File: config.mk
export PLATFORM = sky130hd
export DESIGN_NAME = power_mode_trip_control
export DESIGN_NICKNAME = d
export VERILOG_FILES = /design/src/hdl/pmtc_pkg.sv /design/src/hdl/nv_image_loader.sv /design/src/hdl/power_mode_trip_control.sv
export VERILOG_INCLUDE_DIRS = /design/src /design/src/hdl
export SDC_FILE = /design/constraint.sdc
export NUM_CORES = 1
export LEC_CHECK = 0
export BUFFER_PORTS_ARGS = -buffer_cell sky130_fd_sc_hd__buf_2
export CAP_MARGIN = 20
export CORE_MARGIN = 8
export CORE_UTILIZATION = 44
export DETAILED_ROUTE_END_ITERATION = 8
export PLACE_DENSITY = 0.71
export SKIP_LAST_GASP = 1
export SLEW_MARGIN = 20
export SYNTH_ARGS = -nofsm -noshare
export SYNTH_HDL_FRONTEND = slang
export SYNTH_SLANG_ARGS = --single-unit
File: constraint.sdc
create_clock -name i_clk_sys -period 6.8 [get_ports i_clk_sys]
set_input_delay 1.02 -clock i_clk_sys [delete_from_list [all_inputs] [get_ports i_clk_sys]]
set_output_delay 1.02 -clock i_clk_sys [all_outputs]
set_load 0.02 [all_outputs]
File: src/hdl/pmtc_defines.svh
// Offsets, field positions and timing counts of the
// power-mode trip control block. Included by every file that uses its macros.
`ifndef PMTC_DEFINES_SVH
`define PMTC_DEFINES_SVH

// Byte addresses seen through the SMBus register engine
`define A_IPOS_LO     8'h60
`define A_INEG_LO     8'h64
`define A_PACK_VOLTAGE_LO    8'h68
`define A_VCELL_LO    8'h6C
`define A_STORE_LO    8'h70
`define A_TRIPCTL     8'h76
`define A_OPERATION_MODE_CONTROL      8'h7A
`define A_CAL_FIRST   8'h80
`define A_CAL_LAST    8'h84

// Nonvolatile initialization image sweep
`define NV_FIRST      9'h020
`define NV_LAST       9'h084

// Trip enable control fields
`define TE_IEX        7
`define TE_IENT       6
`define TE_PACK_VOLTAGE_EXIT_ENABLE       5
`define TE_C1ENT      4
`define TE_C2ENT      3
`define TE_STORAGE_ENTRY_ENABLE      2
`define TE_OVF        0
`define TE_RW_MASK    8'hFC

// Operation mode control fields
`define OM_SAMPLE_SLEEP_ENABLE       7
`define OM_DIV_HI     5
`define OM_DIV_LO     3
`define OM_SHELF      2
`define OM_PORF       1
`define OM_SOFT       0

// Conversion input selects
`define SEL_CURRENT   3'h0
`define SEL_PACK      3'h3
`define SEL_CELL1     3'h4
`define SEL_CELL2     3'h5

// Timing
`define CLK_PERIOD_NS 5
`define SAMPLE_BASE_MS 500
`define SAMPLE_BASE_CYC (`SAMPLE_BASE_MS * 1000000 / `CLK_PERIOD_NS)

`endif

File: src/hdl/pmtc_pkg.sv
// Types shared by the power-mode trip control design.
// Assumes the constants header is included by each user.
package pmtc_pkg;
  typedef enum logic [1:0] {
    ST_HOLD,
    ST_LOAD,
    ST_RUN,
    ST_SHELF
  } pm_state_t;
endpackage : pmtc_pkg

File: src/hdl/nv_image_loader.sv
// Sweeps the nonvolatile initialization image and emits one write per byte.
// Assumes a memory whose data is valid the cycle after address and read.
`timescale 1ns/1ps
`include "pmtc_defines.svh"
module nv_image_loader (
  // Clock and reset
  input  wire logic       i_clk_sys,
  input  wire logic       i_srst,
  // Control
  input  wire logic       i_start,
  output logic            o_done,
  // Nonvolatile memory
  output logic [8:0]      o_nv_addr,
  output logic            o_nv_rd,
  input  wire logic [7:0] i_nv_data,
  // Register write stream
  output logic            o_wr,
  output logic [7:0]      o_wr_addr,
  output logic [7:0]      o_wr_data
);
  logic       pend_r;
  logic [8:0] pend_addr_r;

  always_ff @(posedge i_clk_sys) begin
    if (i_srst) begin
      o_nv_rd   <= 1'b0;
      o_nv_addr <= `NV_FIRST;
    end else if (i_start) begin
      o_nv_rd   <= 1'b1;
      o_nv_addr <= `NV_FIRST;
    end else if (o_nv_rd) begin
      if (o_nv_addr == `NV_LAST) begin
        o_nv_rd <= 1'b0;
      end else begin
        o_nv_addr <= o_nv_addr + 9'h001;
      end
    end
  end

  // Data arrives one cycle behind the address, so the write lags by two
  always_ff @(posedge i_clk_sys) begin
    if (i_srst) begin
      pend_r      <= 1'b0;
      pend_addr_r <= 9'h000;
      o_wr        <= 1'b0;
      o_wr_addr   <= 8'h00;
      o_wr_data   <= 8'h00;
      o_done      <= 1'b0;
    end else begin
      pend_r      <= o_nv_rd & ~i_start;
      pend_addr_r <= o_nv_addr;
      o_wr        <= pend_r;
      o_wr_addr   <= pend_addr_r[7:0];
      o_wr_data   <= i_nv_data;
      o_done      <= pend_r && (pend_addr_r == `NV_LAST);
    end
  end
endmodule : nv_image_loader

File: src/hdl/power_mode_trip_control.sv
// Power-mode control: trip thresholds, operation mode, power-on sequence.
// Assumes an SMBus register engine in front (byte read/write port), a
// converter delivering results on the same clock, and async bus pins.
`timescale 1ns/1ps
`include "pmtc_defines.svh"

module power_mode_trip_control
  import pmtc_pkg::*;
#(
  parameter int unsigned HALF_SEC_CYC = `SAMPLE_BASE_CYC
) (
  // Clock and reset
  input  wire logic        i_clk_sys,
  input  wire logic        i_srst,
  // Supply monitor and SMBus pins (asynchronous)
  input  wire logic        i_cell1_above_por,
  input  wire logic        i_sda_in,
  input  wire logic        i_scl_in,
  // Register port from the SMBus engine
  input  wire logic [7:0]  i_reg_addr,
  input  wire logic        i_reg_wr,
  input  wire logic [7:0]  i_reg_wdata,
  output logic [7:0]       o_reg_rdata,
  // Conversion results
  input  wire logic        i_result_valid,
  input  wire logic [2:0]  i_result_sel,
  input  wire logic [2:0]  i_result_res,
  input  wire logic [15:0] i_result_data,
  input  wire logic        i_result_ovf,
  input  wire logic [2:0]  i_sample_div,
  // Nonvolatile image
  output logic [8:0]       o_nv_addr,
  output logic             o_nv_rd,
  input  wire logic [7:0]  i_nv_data,
  // Initialization writes for the other working registers
  output logic             o_init_wr,
  output logic [7:0]       o_init_addr,
  output logic [7:0]       o_init_data,
  // Mode outputs
  output logic             o_run,
  output logic             o_sample_sleep,
  output logic             o_shelf_sleep,
  output logic             o_conv_start,
  output logic [39:0]      o_cal_trim
);
  localparam logic [26:0] BASE_LAST = 27'(HALF_SEC_CYC - 1);

  pm_state_t   st_r;
  logic [15:0] thr_r [0:4];
  logic [7:0]  cal_r [0:4];
  logic [7:0]  trip_en_r;
  logic        ovf_r;
  logic        sample_sleep_enable_r;
  logic [2:0]  sdiv_r;
  logic        shelf_arm_r;
  logic        stop_seen_r;
  logic        por_flag_r;
  logic        power_on_r;
  logic        ld_start_r;
  logic        ld_done;
  logic        ld_wr;
  logic [7:0]  ld_addr;
  logic [7:0]  ld_data;
  logic [1:0]  por_sync_r;
  logic [1:0]  sda_sync_r;
  logic [1:0]  scl_sync_r;
  logic        sda_q_r;
  logic [26:0] base_cnt_r;
  logic [14:0] ival_cnt_r;
  logic        por_ok;
  logic        host_wr;
  logic        stop_det;
  logic        bus_low;
  logic [14:0] res_mag;
  logic        exit_c;
  logic        enter_c;
  logic        store_c;

  // Magnitude with the sign dropped and bits below resolution zeroed
  function automatic logic [14:0] mag(input logic [15:0] v,
                                      input logic [2:0]  res);
    logic [14:0] keep;
    keep = 15'h7FFF << (3'h7 - res);
    return v[14:0] & keep;
  endfunction : mag

  // Threshold index for a byte address, 7 when not a threshold byte
  function automatic logic [2:0] thr_idx(input logic [7:0] a);
    logic [2:0] idx;
    idx = 3'h7;
    if (a[1] == 1'b0 && a >= `A_IPOS_LO && a < `A_STORE_LO + 8'h02) begin
      idx = 3'((a - `A_IPOS_LO) >> 2);
    end
    return idx;
  endfunction : thr_idx

  nv_image_loader u_loader (
    .i_clk_sys (i_clk_sys),
    .i_srst    (i_srst),
    .i_start   (ld_start_r),
    .o_done    (ld_done),
    .o_nv_addr (o_nv_addr),
    .o_nv_rd   (o_nv_rd),
    .i_nv_data (i_nv_data),
    .o_wr      (ld_wr),
    .o_wr_addr (ld_addr),
    .o_wr_data (ld_data)
  );

  assign o_init_wr   = ld_wr;
  assign o_init_addr = ld_addr;
  assign o_init_data = ld_data;
  assign o_cal_trim  = {cal_r[4], cal_r[3], cal_r[2], cal_r[1], cal_r[0]};
  assign o_sample_sleep = sample_sleep_enable_r;

  // Pins pass two flops; the edge detector reads only the second
  always_ff @(posedge i_clk_sys) begin
    if (i_srst) begin
      por_sync_r <= 2'b00;
      sda_sync_r <= 2'b11;
      scl_sync_r <= 2'b11;
      sda_q_r    <= 1'b1;
    end else begin
      por_sync_r <= {por_sync_r[0], i_cell1_above_por};
      sda_sync_r <= {sda_sync_r[0], i_sda_in};
      scl_sync_r <= {scl_sync_r[0], i_scl_in};
      sda_q_r    <= sda_sync_r[1];
    end
  end

  assign por_ok   = por_sync_r[1];
  assign stop_det = scl_sync_r[1] & sda_sync_r[1] & ~sda_q_r;
  assign bus_low  = ~scl_sync_r[1] & ~sda_sync_r[1];
  assign host_wr  = i_reg_wr && (st_r == ST_RUN);

  // Trip evaluation on each result update
  assign res_mag = mag(i_result_data, i_result_res);
  always_comb begin
    exit_c  = 1'b0;
    enter_c = 1'b0;
    store_c = 1'b0;
    if (i_result_valid && st_r == ST_RUN) begin
      case (i_result_sel)
        `SEL_CURRENT: begin
          exit_c  = trip_en_r[`TE_IEX] &&
                    res_mag > mag(thr_r[0], i_result_res);
          enter_c = trip_en_r[`TE_IENT] &&
                    res_mag < mag(thr_r[1], i_result_res);
        end
        `SEL_PACK: begin
          exit_c  = trip_en_r[`TE_PACK_VOLTAGE_EXIT_ENABLE] &&
                    res_mag > mag(thr_r[2], i_result_res);
          store_c = trip_en_r[`TE_STORAGE_ENTRY_ENABLE] &&
                    res_mag < mag(thr_r[4], i_result_res);
        end
        `SEL_CELL1: begin
          enter_c = trip_en_r[`TE_C1ENT] &&
                    res_mag < mag(thr_r[3], i_result_res);
        end
        `SEL_CELL2: begin
          enter_c = trip_en_r[`TE_C2ENT] &&
                    res_mag < mag(thr_r[3], i_result_res);
        end
        default: begin
          exit_c  = 1'b0;
        end
      endcase
    end
  end

  // Power sequence: a supply loss drops back to hold from any state
  always_ff @(posedge i_clk_sys) begin
    if (i_srst) begin
      st_r       <= ST_HOLD;
      ld_start_r <= 1'b0;
      power_on_r <= 1'b0;
    end else begin
      ld_start_r <= 1'b0;
      if (!por_ok) begin
        st_r <= ST_HOLD;
      end else begin
        case (st_r)
          ST_HOLD: begin
            st_r       <= ST_LOAD;
            ld_start_r <= 1'b1;
            power_on_r <= 1'b1;
          end
          ST_LOAD: begin
            if (ld_done) begin
              st_r       <= ST_RUN;
              power_on_r <= 1'b0;
            end
          end
          ST_RUN: begin
            if (host_wr && i_reg_addr == `A_OPERATION_MODE_CONTROL &&
                i_reg_wdata[`OM_SOFT]) begin
              st_r       <= ST_LOAD;
              ld_start_r <= 1'b1;
            end else if (store_c ||
                         (shelf_arm_r && stop_seen_r && bus_low)) begin
              st_r <= ST_SHELF;
            end
          end
          ST_SHELF: begin
            st_r <= ST_SHELF;
          end
          default: begin
            st_r <= ST_HOLD;
          end
        endcase
      end
    end
  end

  always_ff @(posedge i_clk_sys) begin
    if (i_srst) begin
      o_run         <= 1'b0;
      o_shelf_sleep <= 1'b0;
    end else begin
      o_run         <= (st_r == ST_RUN);
      o_shelf_sleep <= (st_r == ST_SHELF);
    end
  end

  // Threshold registers, written by the image load or the host
  always_ff @(posedge i_clk_sys) begin
    if (i_srst) begin
      for (int i = 0; i < 5; i++) begin
        thr_r[i] <= 16'h0000;
      end
    end else if (ld_wr && thr_idx(ld_addr) != 3'h7) begin
      if (ld_addr[0]) begin
        thr_r[thr_idx(ld_addr)][15:8] <= ld_data;
      end else begin
        thr_r[thr_idx(ld_addr)][7:0]  <= ld_data;
      end
    end else if (host_wr && thr_idx(i_reg_addr) != 3'h7) begin
      if (i_reg_addr[0]) begin
        thr_r[thr_idx(i_reg_addr)][15:8] <= i_reg_wdata;
      end else begin
        thr_r[thr_idx(i_reg_addr)][7:0]  <= i_reg_wdata;
      end
    end
  end

  // Calibration trim loaded from the image; host writes are not blocked
  always_ff @(posedge i_clk_sys) begin
    if (i_srst) begin
      for (int i = 0; i < 5; i++) begin
        cal_r[i] <= 8'h00;
      end
    end else if (ld_wr && ld_addr >= `A_CAL_FIRST) begin
      cal_r[3'(ld_addr - `A_CAL_FIRST)] <= ld_data;
    end else if (host_wr && i_reg_addr >= `A_CAL_FIRST &&
                 i_reg_addr <= `A_CAL_LAST) begin
      cal_r[3'(i_reg_addr - `A_CAL_FIRST)] <= i_reg_wdata;
    end
  end

  // Trip enables; overflow set wins over a clearing write
  always_ff @(posedge i_clk_sys) begin
    if (i_srst) begin
      trip_en_r <= 8'h00;
      ovf_r     <= 1'b0;
    end else begin
      if (ld_wr && ld_addr == `A_TRIPCTL) begin
        trip_en_r <= ld_data & `TE_RW_MASK;
        ovf_r     <= ld_data[`TE_OVF];
      end else if (host_wr && i_reg_addr == `A_TRIPCTL) begin
        trip_en_r <= i_reg_wdata & `TE_RW_MASK;
        ovf_r     <= i_reg_wdata[`TE_OVF];
      end
      if (i_result_valid && i_result_ovf) begin
        ovf_r <= 1'b1;
      end
    end
  end

  // Operation mode: trip events override a same-cycle host write
  always_ff @(posedge i_clk_sys) begin
    if (i_srst) begin
      sample_sleep_enable_r      <= 1'b0;
      sdiv_r      <= 3'h0;
      shelf_arm_r <= 1'b0;
    end else begin
      if (ld_wr && ld_addr == `A_OPERATION_MODE_CONTROL) begin
        sample_sleep_enable_r      <= ld_data[`OM_SAMPLE_SLEEP_ENABLE];
        sdiv_r      <= ld_data[`OM_DIV_HI:`OM_DIV_LO];
        shelf_arm_r <= ld_data[`OM_SHELF];
      end else if (host_wr && i_reg_addr == `A_OPERATION_MODE_CONTROL) begin
        sample_sleep_enable_r <= i_reg_wdata[`OM_SAMPLE_SLEEP_ENABLE];
        sdiv_r <= i_reg_wdata[`OM_DIV_HI:`OM_DIV_LO];
        if (i_reg_wdata[`OM_SHELF]) begin
          shelf_arm_r <= 1'b1;
        end
      end
      if (exit_c) begin
        sample_sleep_enable_r <= 1'b0;
      end else if (enter_c) begin
        sample_sleep_enable_r <= 1'b1;
      end
      if (st_r == ST_HOLD) begin
        shelf_arm_r <= 1'b0;
      end
    end
  end

  // A Stop seen after arming, then both lines low, completes the request
  always_ff @(posedge i_clk_sys) begin
    if (i_srst) begin
      stop_seen_r <= 1'b0;
    end else if (!shelf_arm_r) begin
      stop_seen_r <= 1'b0;
    end else if (stop_det) begin
      stop_seen_r <= 1'b1;
    end
  end

  // Power-on flag: the end of a power-on load wins over a host clear
  always_ff @(posedge i_clk_sys) begin
    if (i_srst) begin
      por_flag_r <= 1'b0;
    end else if (st_r == ST_LOAD && ld_done && power_on_r) begin
      por_flag_r <= 1'b1;
    end else if (host_wr && i_reg_addr == `A_OPERATION_MODE_CONTROL &&
                 !i_reg_wdata[`OM_PORF]) begin
      por_flag_r <= 1'b0;
    end
  end

  // Sample-sleep conversion interval, counted only while sleeping
  always_ff @(posedge i_clk_sys) begin
    if (i_srst || !sample_sleep_enable_r || st_r != ST_RUN) begin
      base_cnt_r   <= 27'h0000000;
      ival_cnt_r   <= 15'h0000;
      o_conv_start <= 1'b0;
    end else begin
      o_conv_start <= 1'b0;
      if (base_cnt_r == BASE_LAST) begin
        base_cnt_r <= 27'h0000000;
        if (ival_cnt_r >= (15'h0001 << ({1'b0, i_sample_div} +
                                        {1'b0, sdiv_r})) - 15'h0001) begin
          ival_cnt_r   <= 15'h0000;
          o_conv_start <= 1'b1;
        end else begin
          ival_cnt_r <= ival_cnt_r + 15'h0001;
        end
      end else begin
        base_cnt_r <= base_cnt_r + 27'h0000001;
      end
    end
  end

  // Read data, one cycle after the address; unmapped bytes read zero
  always_ff @(posedge i_clk_sys) begin
    if (i_srst) begin
      o_reg_rdata <= 8'h00;
    end else if (thr_idx(i_reg_addr) != 3'h7) begin
      o_reg_rdata <= i_reg_addr[0] ? thr_r[thr_idx(i_reg_addr)][15:8]
                                   : thr_r[thr_idx(i_reg_addr)][7:0];
    end else if (i_reg_addr == `A_TRIPCTL) begin
      o_reg_rdata <= trip_en_r | {7'h00, ovf_r};
    end else if (i_reg_addr == `A_OPERATION_MODE_CONTROL) begin
      o_reg_rdata <= {sample_sleep_enable_r, 1'b0, sdiv_r, shelf_arm_r,
                      por_flag_r, 1'b0};
    end else if (i_reg_addr >= `A_CAL_FIRST &&
                 i_reg_addr <= `A_CAL_LAST) begin
      o_reg_rdata <= cal_r[3'(i_reg_addr - `A_CAL_FIRST)];
    end else begin
      o_reg_rdata <= 8'h00;
    end
  end

  a_entry_trip: assert property (@(posedge i_clk_sys) disable iff (i_srst)
    (enter_c && !exit_c) |=> sample_sleep_enable_r)
    else $error("enabled entry trip did not set sample-sleep");
  a_exit_trip: assert property (@(posedge i_clk_sys) disable iff (i_srst)
    exit_c |=> !sample_sleep_enable_r)
    else $error("enabled exit trip did not clear sample-sleep");
  a_trip_gated: assert property (@(posedge i_clk_sys) disable iff (i_srst)
    (i_result_valid && trip_en_r == 8'h00 && !host_wr && !ld_wr)
      |=> $stable(sample_sleep_enable_r))
    else $error("disabled trip changed sample-sleep");
  a_ovf_sticky: assert property (@(posedge i_clk_sys) disable iff (i_srst)
    (i_result_valid && i_result_ovf) |=> (ovf_r ##1 (o_reg_rdata[0]
      || $past(i_reg_addr) != `A_TRIPCTL)))
    else $error("overflow flag not set");
  a_soft_reload: assert property (@(posedge i_clk_sys) disable iff (i_srst)
    (host_wr && i_reg_addr == `A_OPERATION_MODE_CONTROL && i_reg_wdata[`OM_SOFT] && por_ok)
      |=> (st_r == ST_LOAD && ld_start_r) ##3 o_init_wr)
    else $error("soft re-init did not reload");
  a_por_flag: assert property (@(posedge i_clk_sys) disable iff (i_srst)
    (st_r == ST_LOAD && ld_done && power_on_r) |=> por_flag_r)
    else $error("power-on flag not set");
  a_shelf_defer: assert property (@(posedge i_clk_sys) disable iff (i_srst)
    (st_r == ST_RUN && !store_c && !(stop_seen_r && bus_low))
      |=> st_r != ST_SHELF)
    else $error("storage-sleep entered without bus idle low");
  a_hold_supply: assert property (@(posedge i_clk_sys) disable iff (i_srst)
    !por_ok |=> (st_r == ST_HOLD) ##1 !o_run)
    else $error("not held while supply low");
  a_reserved_zero: assert property (@(posedge i_clk_sys) disable iff (i_srst)
    ($past(i_reg_addr) == `A_OPERATION_MODE_CONTROL && !$past(i_srst))
      |-> (o_reg_rdata[6] == 1'b0 && o_reg_rdata[0] == 1'b0))
    else $error("reserved mode bit read nonzero");
endmodule : power_mode_trip_control

Word level (Yosys, flattened, before mapping)
Memories as Yosys holds them, arrays and structs flattened. Cells that the tools add are included.

Add/subtract/negate cells: 10. Multipliers: 0. Div/mod/pow operators: 0. Order comparisons: 13. Equal/unequal tests: 19. Shift operators: 2. Mux-type cells: 86. Bitwise operators: 21. Reductions and logical operators: 59.

Operators by type and width (count): bitwise AND 15 bit (6); two-way mux 8 bit (9); two-way mux 1 bit (50); less-than comparator 15 bit (3); two-way mux 3 bit (14); == test 8 x 7 -> 1 bit, second input constant (4); two-way mux 16 bit (2); OR reduction 16 bit (2); greater-than comparator 15 bit (2); logical AND 1 bit (30); adder 27 x 1 -> 27 bit, second input constant (1); == test 27 bit, second input constant (1); == test 9 x 8 -> 1 bit, second input constant (2); >= comparator 8 x 7 -> 1 bit, second input constant (2); >= comparator 8 bit, second input constant (2); less-than comparator 8 x 7 -> 1 bit, second input constant (2); OR reduction 8 bit (2); adder 15 x 1 -> 15 bit, second input constant (1); >= comparator 15 bit (1); two-way mux 15 bit (1); << shifter 1 x 4 -> 15 bit, first input constant (1); << shifter 15 x 3 -> 15 bit, first input constant (1); subtractor 15 x 1 -> 15 bit, second input constant (1); OR reduction 2 bit (7); 28 further kinds (63).

Register bits after elaboration: 116. Bits in latches: 0. Memory bits (writable): 120. Bits in read-only memories: 0. Input port bits: 57. Output and inout bits: 79. Word-level logic and storage cells: 240. Memories kept: 2.

Memories: thr_r (words 5, width 16, rd ports 6, clocked after Yosys merged registers in 0, wr ports 5, RTL line power_mode_trip_control.sv:49) `logic [15:0] thr_r [0:4];`; cal_r (words 5, width 8, rd ports 6, clocked after Yosys merged registers in 0, wr ports 5, RTL line power_mode_trip_control.sv:50) `logic [7:0] cal_r [0:4];`.

Depth between registers and ports, before layout
Gate-level depths: netlist of run 1.

Word-level depth: 17. Mapped depth: 18. Depth with buffers taken out: 16.

Hierarchy
From an unflattened synthesis of run 1, not the netlist that was laid out.

Cells, all modules: 1415. Area, all modules: 14089.8 um2.

Modules (own cells, without submodules): power_mode_trip_control (times used 1, cells each 1298, area each 12822.3 um2); nv_image_loader (times used 1, cells each 117, area each 1267.5 um2).

Worst setup path after synthesis of run 1
Ideal clock, no wire load.

Kind: input-to-reg. Start point: input i_sample_div[0]. End point: register ival_cnt_r[10]. Arrival time: 4317 ps. Required time: 6668 ps. Setup slack: 2351 ps. Stages on the path: 17. Buffers on the path: 2. Cell sequence: ha_1 -> fa_1 -> xnor2_1 -> nand2b_1 -> or3_1 -> ha_1 -> clkbuf_1 -> nor3_1 -> o21ai_0 -> o31a_1 -> ha_1 -> and4_1 -> o311ai_0 -> a31oi_1 -> o21a_1 -> buf_2 -> nor3_1.

Cells in the longest elaborated chain, start to end: 5.

Ends and longest elaborated chain: start, declared (RTL line power_mode_trip_control.sv:30) `input wire logic [2:0] i_sample_div,`; adder 3 x 3 -> 4 bit (RTL line power_mode_trip_control.sv:341) `if (ival_cnt_r >= (15'h0001 << ({1'b0, i_sample_div} +`; << shifter 1 x 4 -> 15 bit (RTL line power_mode_trip_control.sv:341); subtractor 15 x 1 -> 15 bit (RTL line power_mode_trip_control.sv:342) `{1'b0, sdiv_r})) - 15'h0001) begin`; >= comparator 15 bit (RTL line power_mode_trip_control.sv:341); two-way mux 15 bit (RTL line power_mode_trip_control.sv:341); end signal, assigned (RTL line power_mode_trip_control.sv:346) `ival_cnt_r <= ival_cnt_r + 15'h0001;`; end, declared (RTL line power_mode_trip_control.sv:69) `logic [14:0] ival_cnt_r;`.

Every way passes these cells. A chain may end at the register's enable or synchronous reset.

Worst setup path after layout of run 1
Start point: input i_sample_div[0]. End point: register o_conv_start.

Cells in the longest elaborated chain, start to end: 5.

Ends and longest elaborated chain: adder 3 x 3 -> 4 bit (RTL line power_mode_trip_control.sv:341); << shifter 1 x 4 -> 15 bit (RTL line power_mode_trip_control.sv:341); subtractor 15 x 1 -> 15 bit (RTL line power_mode_trip_control.sv:342); >= comparator 15 bit (RTL line power_mode_trip_control.sv:341); two-way mux 1 bit (RTL line power_mode_trip_control.sv:341); end signal, assigned (RTL line power_mode_trip_control.sv:336) `o_conv_start <= 1'b0;`; end signal, assigned (RTL line power_mode_trip_control.sv:338) `o_conv_start <= 1'b0;`; end signal, assigned (RTL line power_mode_trip_control.sv:344) `o_conv_start <= 1'b1;`; end, declared (RTL line power_mode_trip_control.sv:43) `output logic o_conv_start,`.

Every way passes these cells.

==> impl_summary.log, run 1 <==
[metrics] Num CTS Buffers: 31
[metrics] # Max-Cap Violations: 0
[metrics] Worst Hold Slack: 0.421 ns
[metrics] dominant cell type by area after synthesis: sky130_fd_sc_hd__edfxtp_1
[metrics] layer with the highest usage after global routing: met2
[metrics] number of cell rows: 67
[metrics] FF-to-FF Start: sdiv_r[0]
[metrics] kind of critical path: in -> reg
[metrics] maximum number of pins on one net before global-route repair: 50
[metrics] vias in the first global route: 11,800
[metrics] met1 GRT Util: 25.1%
[metrics] sequential share of the synthesized area: 48.3%
[metrics] number of nets in the layout: 1,752
[metrics] via count: 11,800
[metrics] worst-case clock skew: 0.0158 ns
[metrics] share of Yosys cell area claimed by the top area cell type: 32.7%
[metrics] signal arrival time at the worst endpoint: 5.01 ns
[metrics] run status: complete, no violations
[metrics] ratio of final minimum period to clock period: 66.6%
[metrics] number of slew-limit violations in the final report: 0
[metrics] Overall Power: 3770 µW
[metrics] syn avg cell area: 10.2 µm²
[metrics] vias per cell: 5.70
[metrics] top cells by area, synth: sky130_fd_sc_hd__edfxtp_1, sky130_fd_sc_hd__dfxtp_1, sky130_fd_sc_hd__ha_1
[metrics] total count of hold-check failures in the final report: 0
[metrics] area of the mapped netlist: 15,000 µm²
[metrics] synthesis-to-finish area growth: 13.9%
[metrics] relative slew slack: 23.9%
[metrics] worst setup margin: 2.27 ns
[metrics] setup bufs post-CTS: 0
[metrics] Filler cells: 3,068
[metrics] global-route wire length before repair: 66,600 µm
[metrics] Die Area: 40,100 µm²
[metrics] Post-synth top cells: sky130_fd_sc_hd__nor2_1, sky130_fd_sc_hd__edfxtp_1, sky130_fd_sc_hd__nand2_1, sky130_fd_sc_hd__dfxtp_1, sky130_fd_sc_hd__ha_1
[metrics] Fmax: 221 MHz
[metrics] half-perimeter wire length after detailed placement: 33,200 µm
[metrics] fraction of layout cells with a size suffix above 1: 16.4%
[metrics] grt met3 use: 4.28%
[metrics] ANT nets after route: 0
[metrics] insertion delay of the later-clocked pin in the worst-skew pair: 0.56 ns
[metrics] Primary FF master, synth: sky130_fd_sc_hd__edfxtp_1
[metrics] clock period minus worst slack: 4.53 ns
[metrics] leakage power: 0.00665 µW
[metrics] total global routing track utilization: 20.6%
[metrics] final global-route overflow total: 0
[metrics] number of buffers between clock root and the deepest sink: 3
[metrics] hold buffers post-CTS: 0
[metrics] Post-CTS Resized: 0
[metrics] setup repair after global routing missed its margin: no
[metrics] Startpoint Class: primary input
[metrics] number of H-tree branching levels: 1
[metrics] cell at the root of the clock tree: sky130_fd_sc_hd__clkbuf_16
[metrics] type of element capturing the critical path: flop
[metrics] ports placed on the boundary: 136
[metrics] clock-pin slew of the registers on the worst-case setup and hold paths: 0.06 ns
[metrics] final non-filler cell area: 17,000 µm²
[metrics] Max Fanout on Critical Path: 16
[metrics] global routing usage on met2: 35.2%
[metrics] detail-routed net length per standard cell: 21.0 µm
[metrics] share of flip-flops with an asynchronous set or reset after synthesis: 0%
[metrics] initial antenna violation count: 9
[metrics] number of storage elements in the synthesis netlist: 279
[metrics] Post-Place Worst Slack: 1.77 ns
[metrics] number of search-and-repair iterations in the first detailed-routing pass: 5
[metrics] number of warning messages in the yosys log: 0
[metrics] clk sink count: 279
[metrics] min-delay worst type: reg -> reg
[metrics] total negative slack: 0 ns
[metrics] placer congestion estimate: 0.929
[metrics] placeable core region: 33,500 µm²
[metrics] IR Drop Worst-Case VDD: 0.000220 V
[metrics] final number of setup-violating endpoints: 0
[metrics] critical path startpoint: i_sample_div[0]
[metrics] number of flops mapped to enable cells by yosys: 163
[metrics] clock tree from TritonCTS: done
[metrics] Tightest Pin Transition: 1.12 ns
[metrics] total wire length after detailed routing: 43,500 µm
[metrics] ratio of total power to cell area: 221 nW/µm²
[metrics] most common cell in the netlist: sky130_fd_sc_hd__nor2_1
[metrics] first-iteration detailed-routing DRC count: 1,064
[metrics] launch point of the worst hold path: u_loader.pend_addr_r[0]
[metrics] detailed-route DRC error count: 0
[metrics] Synth Instances: 1,459
[metrics] DP Area: 16,000 µm²
[metrics] DIE HEIGHT: 200 µm
[metrics] number of port buffers: 134
[metrics] die width: 200 µm
[metrics] number of different library cells in the post-synthesis netlist: 83
[metrics] Worst Path Required: 7.28 ns
[metrics] initial standard-cell utilization of the core: 44.6%
## power by group
group	internal, µW	switching, µW
Sequential	1830	26.4
Combinational	112	211
Clock	924	668
Total	2860	906
## per-layer routing
layer,up-vias,routed length (µm)
li1,5511,-
met1,5608,17000
met2,559,21000
met3,124,3710
met4,14,1710
met5,-,93
## critical path: stages
cell and delay (ns):
sky130_fd_sc_hd__buf_2 0.10, sky130_fd_sc_hd__ha_1 0.21, sky130_fd_sc_hd__fa_1 0.43, sky130_fd_sc_hd__xnor2_1 0.34
sky130_fd_sc_hd__nand2b_1 0.17, sky130_fd_sc_hd__or3_1 0.37, sky130_fd_sc_hd__ha_1 0.29, sky130_fd_sc_hd__nor3_1 0.21
sky130_fd_sc_hd__o21ai_0 0.09, sky130_fd_sc_hd__o31a_1 0.13, sky130_fd_sc_hd__ha_1 0.29, sky130_fd_sc_hd__and4_1 0.24
sky130_fd_sc_hd__o311ai_0 0.16, sky130_fd_sc_hd__a31oi_1 0.19, sky130_fd_sc_hd__o21a_1 0.53, sky130_fd_sc_hd__nor2b_1 0.21
## worst paths after layout
path	end	slack [ns]	depth (start not counted)
worst min-delay path	u_loader.o_done	0.42	1
worst max register to register	o_conv_start	2.47	15
worst max-delay path	o_conv_start	2.27	16
worst min register to register	u_loader.o_done	0.42	1
## through the flow
step | instances | util (%)
after floorplan | 1480 | -
after global placement | 2013 | 47.8
final | 2074 | 50.8
after detailed placement | 2014 | 47.9
after global routing | 2073 | 50.8
after CTS | 2072 | 50.8
## sequential cells by signal, summed over array words and instances (netlist names), 2 cells and up
name	cells
o_reg_rdata	8
thr_r	102
sdiv_r	3
u_loader.pend_addr_r	9
base_cnt_r	27
trip_en_r	6
cal_r	61
por_sync_r	2
u_loader.o_nv_addr	9
ival_cnt_r	15
scl_sync_r	2
u_loader.o_wr_data	8
u_loader.o_wr_addr	8
st_r	2
sda_sync_r	2
## cells by family (layout without fill, tap and decap cells)
| kind of cell | count (synthesis) | count (layout) | share of synthesized area (%) |
|---|---|---|---|
| buffers and inverters | 143 | 287 | 4.34 |
| and+or+nand+nor | 589 | 589 | 19.5 |
| AOI/OAI and AO/OA | 234 | 234 | 10.5 |
| adders and majority gates | 96 | 96 | 8.08 |
| other | 1 | 24 | 0.0251 |
| DFF | 279 | 279 | 48.3 |
| xor gates and xnor gates | 48 | 48 | 2.81 |
| muxes | 69 | 69 | 6.46 |
## cells in the final DEF, fill, tap and decap left out, types with 8 or more instances in the layout
cell                        instances
sky130_fd_sc_hd__xor2_1            36
sky130_fd_sc_hd__nand4_1           26
sky130_fd_sc_hd__a21o_1            14
sky130_fd_sc_hd__o22ai_1            8
sky130_fd_sc_hd__buf_2            135
sky130_fd_sc_hd__nor2b_1           34
sky130_fd_sc_hd__a31oi_1           14
sky130_fd_sc_hd__clkbuf_1           9
sky130_fd_sc_hd__a21oi_1           71
sky130_fd_sc_hd__xnor2_1           12
sky130_fd_sc_hd__a211oi_1          10
sky130_fd_sc_hd__edfxtp_1         163
sky130_fd_sc_hd__clkbuf_16         32
sky130_fd_sc_hd__or2_2              9
sky130_fd_sc_hd__conb_1            22
sky130_fd_sc_hd__and2_1             9
sky130_fd_sc_hd__nor3_1            45
sky130_fd_sc_hd__buf_4             17
sky130_fd_sc_hd__mux2i_1           45
sky130_fd_sc_hd__dfxtp_1          116
sky130_fd_sc_hd__nor2_1           216
sky130_fd_sc_hd__mux4_2            22
sky130_fd_sc_hd__o21ai_0           40
sky130_fd_sc_hd__inv_1             76
sky130_fd_sc_hd__nand3_1           26
sky130_fd_sc_hd__ha_1              95
sky130_fd_sc_hd__nand2b_1          19
sky130_fd_sc_hd__nand2_1          125
sky130_fd_sc_hd__and3_1            20
sky130_fd_sc_hd__nor3_2            10
## area by class of cell
type / instances / area [µm²] / area share [%]
diodes: 2 / 5.00 / 0.0294
clock buffers: 48 / 913 / 5.36
clock inverters: 10 / 62.6 / 0.367
inverters: 77 / 289 / 1.70
multi-input cells: 1058 / 7180 / 42.2
flip-flops and latches: 279 / 7220 / 42.4
well taps: 448 / 561 / 3.29
repair buffers: 152 / 803 / 4.72
Note: power is estimated with default switching activity, not from simulation.
==> inputs of run 2 (changes only) <==
Clock period 6.8 ns to 4.2 ns, I/O delays scaled along.
==> run 2 against run 1 <==
Net effect: register-to-register slack lost 2.0 ns; non-clock buffer count grew 23; sequential power grew 62%; clock power grew 64%; clock-buffer cell count shrank 10; sequential cell count is the same; via count shrank 0.35%; die area is the same; wire length grew 0.56%; combinational power grew 67%; global-route usage grew 0.35 points; critical path depth grew 1.
==> impl_summary.log, run 2 (synthesis results as in run 1) <==
[metrics] total negative slack: 0 ns (unchanged)
[metrics] signal arrival time at the worst endpoint: 4.21 ns (-0.80 ns)
[metrics] cell with the largest stage delay on the worst path: sky130_fd_sc_hd__fa_1
[metrics] Worst Hold Slack: 0.257 ns (-0.164 ns)
[metrics] number of buffers between clock root and the deepest sink: 3 (unchanged)
[metrics] maximum number of pins on one net before global-route repair: 36 (-28%)
[metrics] # Max-Cap Violations: 0 (unchanged)
[metrics] final number of setup-violating endpoints: 0 (unchanged)
[metrics] Fmax: 268 MHz
[metrics] type of element capturing the critical path: flop
[metrics] setup repair after global routing missed its margin: no
[metrics] first-iteration detailed-routing DRC count: 1,086 (+2.1%)
[metrics] detailed-route DRC error count: 0 (unchanged)
[metrics] clock period minus worst slack: 3.74 ns
[metrics] total count of hold-check failures in the final report: 0 (unchanged)
[metrics] min-delay worst type: in -> reg
[metrics] Filler cells: 3,096 (+0.91%)
[metrics] detail-routed net length per standard cell: 20.9 µm (-0.30%)
[metrics] synthesis-to-finish area growth: 15.0%
[metrics] number of slew-limit violations in the final report: 0 (unchanged)
[metrics] vias per cell: 5.63 (-1.2%)
[metrics] IR Drop Worst-Case VDD: 0.000264 V (+20%)
[metrics] cell breakdown of the critical path: ha_1 > fa_1 > xnor2_1 > nand2b_1 > or3_1 > ha_1 > inv_1 > a21oi_1 > o21ai_0 > o31a_1 > ha_1 > and4_1 > a31oi_1 > o21ai_0 > o21a_1 > buf_12 > nor3_1
[metrics] final global-route overflow total: 0 (unchanged)
[metrics] worst-case clock skew: 0.0121 ns (-0.00365 ns)
[metrics] met1 GRT Util: 25.9% (+0.79 points)
[metrics] Die Area: 40,100 µm² (unchanged)
[metrics] vias in the first global route: 11,800 (-0.19%)
[metrics] initial antenna violation count: 8 (-1)
[metrics] FF-to-FF path depth: 17 (+2)
[metrics] number of cell rows: 67 (unchanged)
[metrics] leakage power: 0.00675 µW (+1.4%)
[metrics] Tightest Pin Transition: 1.03 ns (-0.0925 ns)
[metrics] number of port buffers: 134 (unchanged)
[metrics] Startpoint Class: flop
[metrics] total wire length after detailed routing: 43,800 µm (+0.56%)
[metrics] half-perimeter wire length after detailed placement: 33,500 µm (+1.1%)
[metrics] hold buffers post-CTS: 0 (unchanged)
[metrics] relative slew slack: 29.8% (+5.9 points)
[metrics] clock tree from TritonCTS: done
[metrics] placer congestion estimate: 0.923 (-0.66%)
[metrics] registers with the most flip-flops: thr_r: 102 flops, cal_r: 61 flops, base_cnt_r: 27 flops
[metrics] highest-count cells in the layout ignoring fill and taps: sky130_fd_sc_hd__nor2_1, sky130_fd_sc_hd__edfxtp_1, sky130_fd_sc_hd__buf_2, sky130_fd_sc_hd__nand2_1, sky130_fd_sc_hd__dfxtp_1
[metrics] placeable core region: 33,500 µm² (unchanged)
[metrics] clk sink count: 279 (unchanged)
[metrics] cell at the root of the clock tree: sky130_fd_sc_hd__clkbuf_16
[metrics] total global routing track utilization: 20.9% (+0.35 points)
[metrics] Max Fanout on Critical Path: 16 (unchanged)
[metrics] ratio of final minimum period to clock period: 88.9%
[metrics] global routing usage on met2: 35.2% (about the same)
[metrics] grt met3 use: 4.41% (+0.13 points)
[metrics] ratio of total power to cell area: 357 nW/µm² (+61%)
[metrics] number of nets in the layout: 1,774 (+1.3%)
[metrics] global-route wire length before repair: 67,100 µm (+0.70%)
[metrics] number of flip-flops under the largest register name: 102 (unchanged)
[metrics] die width: 200 µm (unchanged)
[metrics] Post-CTS Resized: 0 (unchanged)
[metrics] initial standard-cell utilization of the core: 44.6% (unchanged)
[metrics] most frequent cell on the critical path: sky130_fd_sc_hd__ha_1
[metrics] leading cell type in the layout, fill and taps excluded: sky130_fd_sc_hd__nor2_1
[metrics] DIE HEIGHT: 200 µm (unchanged)
[metrics] peak per-stage delay on the critical path: 0.41 ns (-0.12 ns)
[metrics] ports placed on the boundary: 136 (unchanged)
[metrics] kind of critical path: reg -> reg
[metrics] clock-pin slew of the registers on the worst-case setup and hold paths: 0.06 ns (about the same)
[metrics] register with the highest flop count: thr_r
[metrics] number of H-tree branching levels: 1 (unchanged)
[metrics] fraction of layout cells with a size suffix above 1: 17.2% (+0.79 points)
[metrics] run status: complete, no violations
[metrics] ANT nets after route: 0 (unchanged)
[metrics] Worst Path Required: 4.67 ns (-2.61 ns)
[metrics] insertion delay of the later-clocked pin in the worst-skew pair: 0.56 ns (about the same)
[metrics] Num CTS Buffers: 30 (-3.2%)
[metrics] number of search-and-repair iterations in the first detailed-routing pass: 5 (unchanged)
[metrics] layer with the highest usage after global routing: met2
[metrics] final design utilization: 51.3% (+0.48 points)
[metrics] Overall Power: 6140 µW (+63%)
[metrics] Hold Path Depth: 2 (+1)
[metrics] setup bufs post-CTS: 0 (unchanged)
[metrics] via count: 11,800 (-0.35%)
run 2: cell count changes in the layout (fill, tap and decap cells not counted), moves of 2 or more:
cell / delta
sky130_fd_sc_hd__clkbuf_1: -7
sky130_fd_sc_hd__clkbuf_8: -2
sky130_fd_sc_hd__clkinvlp_4: +2
sky130_fd_sc_hd__mux2i_2: -2
sky130_fd_sc_hd__buf_4: +23
sky130_fd_sc_hd__bufinv_16: +2
sky130_fd_sc_hd__clkinv_2: -2
sky130_fd_sc_hd__mux2i_1: +2
sky130_fd_sc_hd__clkinv_1: +6
run 2: final timing paths:
kind                      start       endpoint  slack [ns]
setup / recovery      sdiv_r[0]  ival_cnt_r[1]        0.46
hold / removal         i_scl_in  scl_sync_r[0]        0.26
setup reg to reg      sdiv_r[0]  ival_cnt_r[1]        0.46
hold reg to reg   sda_sync_r[0]  sda_sync_r[1]        0.42
run 2: layer usage:
layer | wire, µm | share of wire, % | vias to the layer above
li1 | - | - | 5566
met2 | 21000 | 48 | 461
met4 | 1830 | 4.2 | 12
met3 | 3400 | 7.8 | 126
met5 | 69 | 0.16 | -
met1 | 17400 | 40 | 5610
run 2: final cells by class:
type / instances / area [µm²] / area share (%)
antenna: 2 / 5.00 / 0.0291
clock buffer: 38 / 835 / 4.85
clock inverter: 15 / 126 / 0.735
inverter: 77 / 289 / 1.68
multi-input combinational: 1058 / 7170 / 41.7
sequential: 279 / 7220 / 42.0
tap: 448 / 561 / 3.26
timing repair buffer: 175 / 991 / 5.76
run 2: worst max-delay path, delay by kind of cell, from the launching register on:
family          cells  cell delay [ns]
compound gates      6             0.86
xor+xnor            1             0.22
fa+ha+maj           4             1.12
buf+inv             2             0.24
flops               1             0.36
simple gates        4             0.83
run 2: power breakdown:
group          leakage, µW  internal (µW)  switching (µW)
sequential         0.00260           2950            42.2
combinational      0.00368            194             346
clock             0.000472           1510            1090
run 2: through the flow:
stage / area (µm²) / instances / setup slack [ns]
finish: 17200 / 2092 / 0.465
global route: 17200 / 2092 / 0.157
CTS: 17200 / 2090 / 0.472
detailed placement: 16200 / 2037 / 0.115
global placement: 16200 / 2037 / 0.149
floorplan: 15000 / 1480 / 0.141
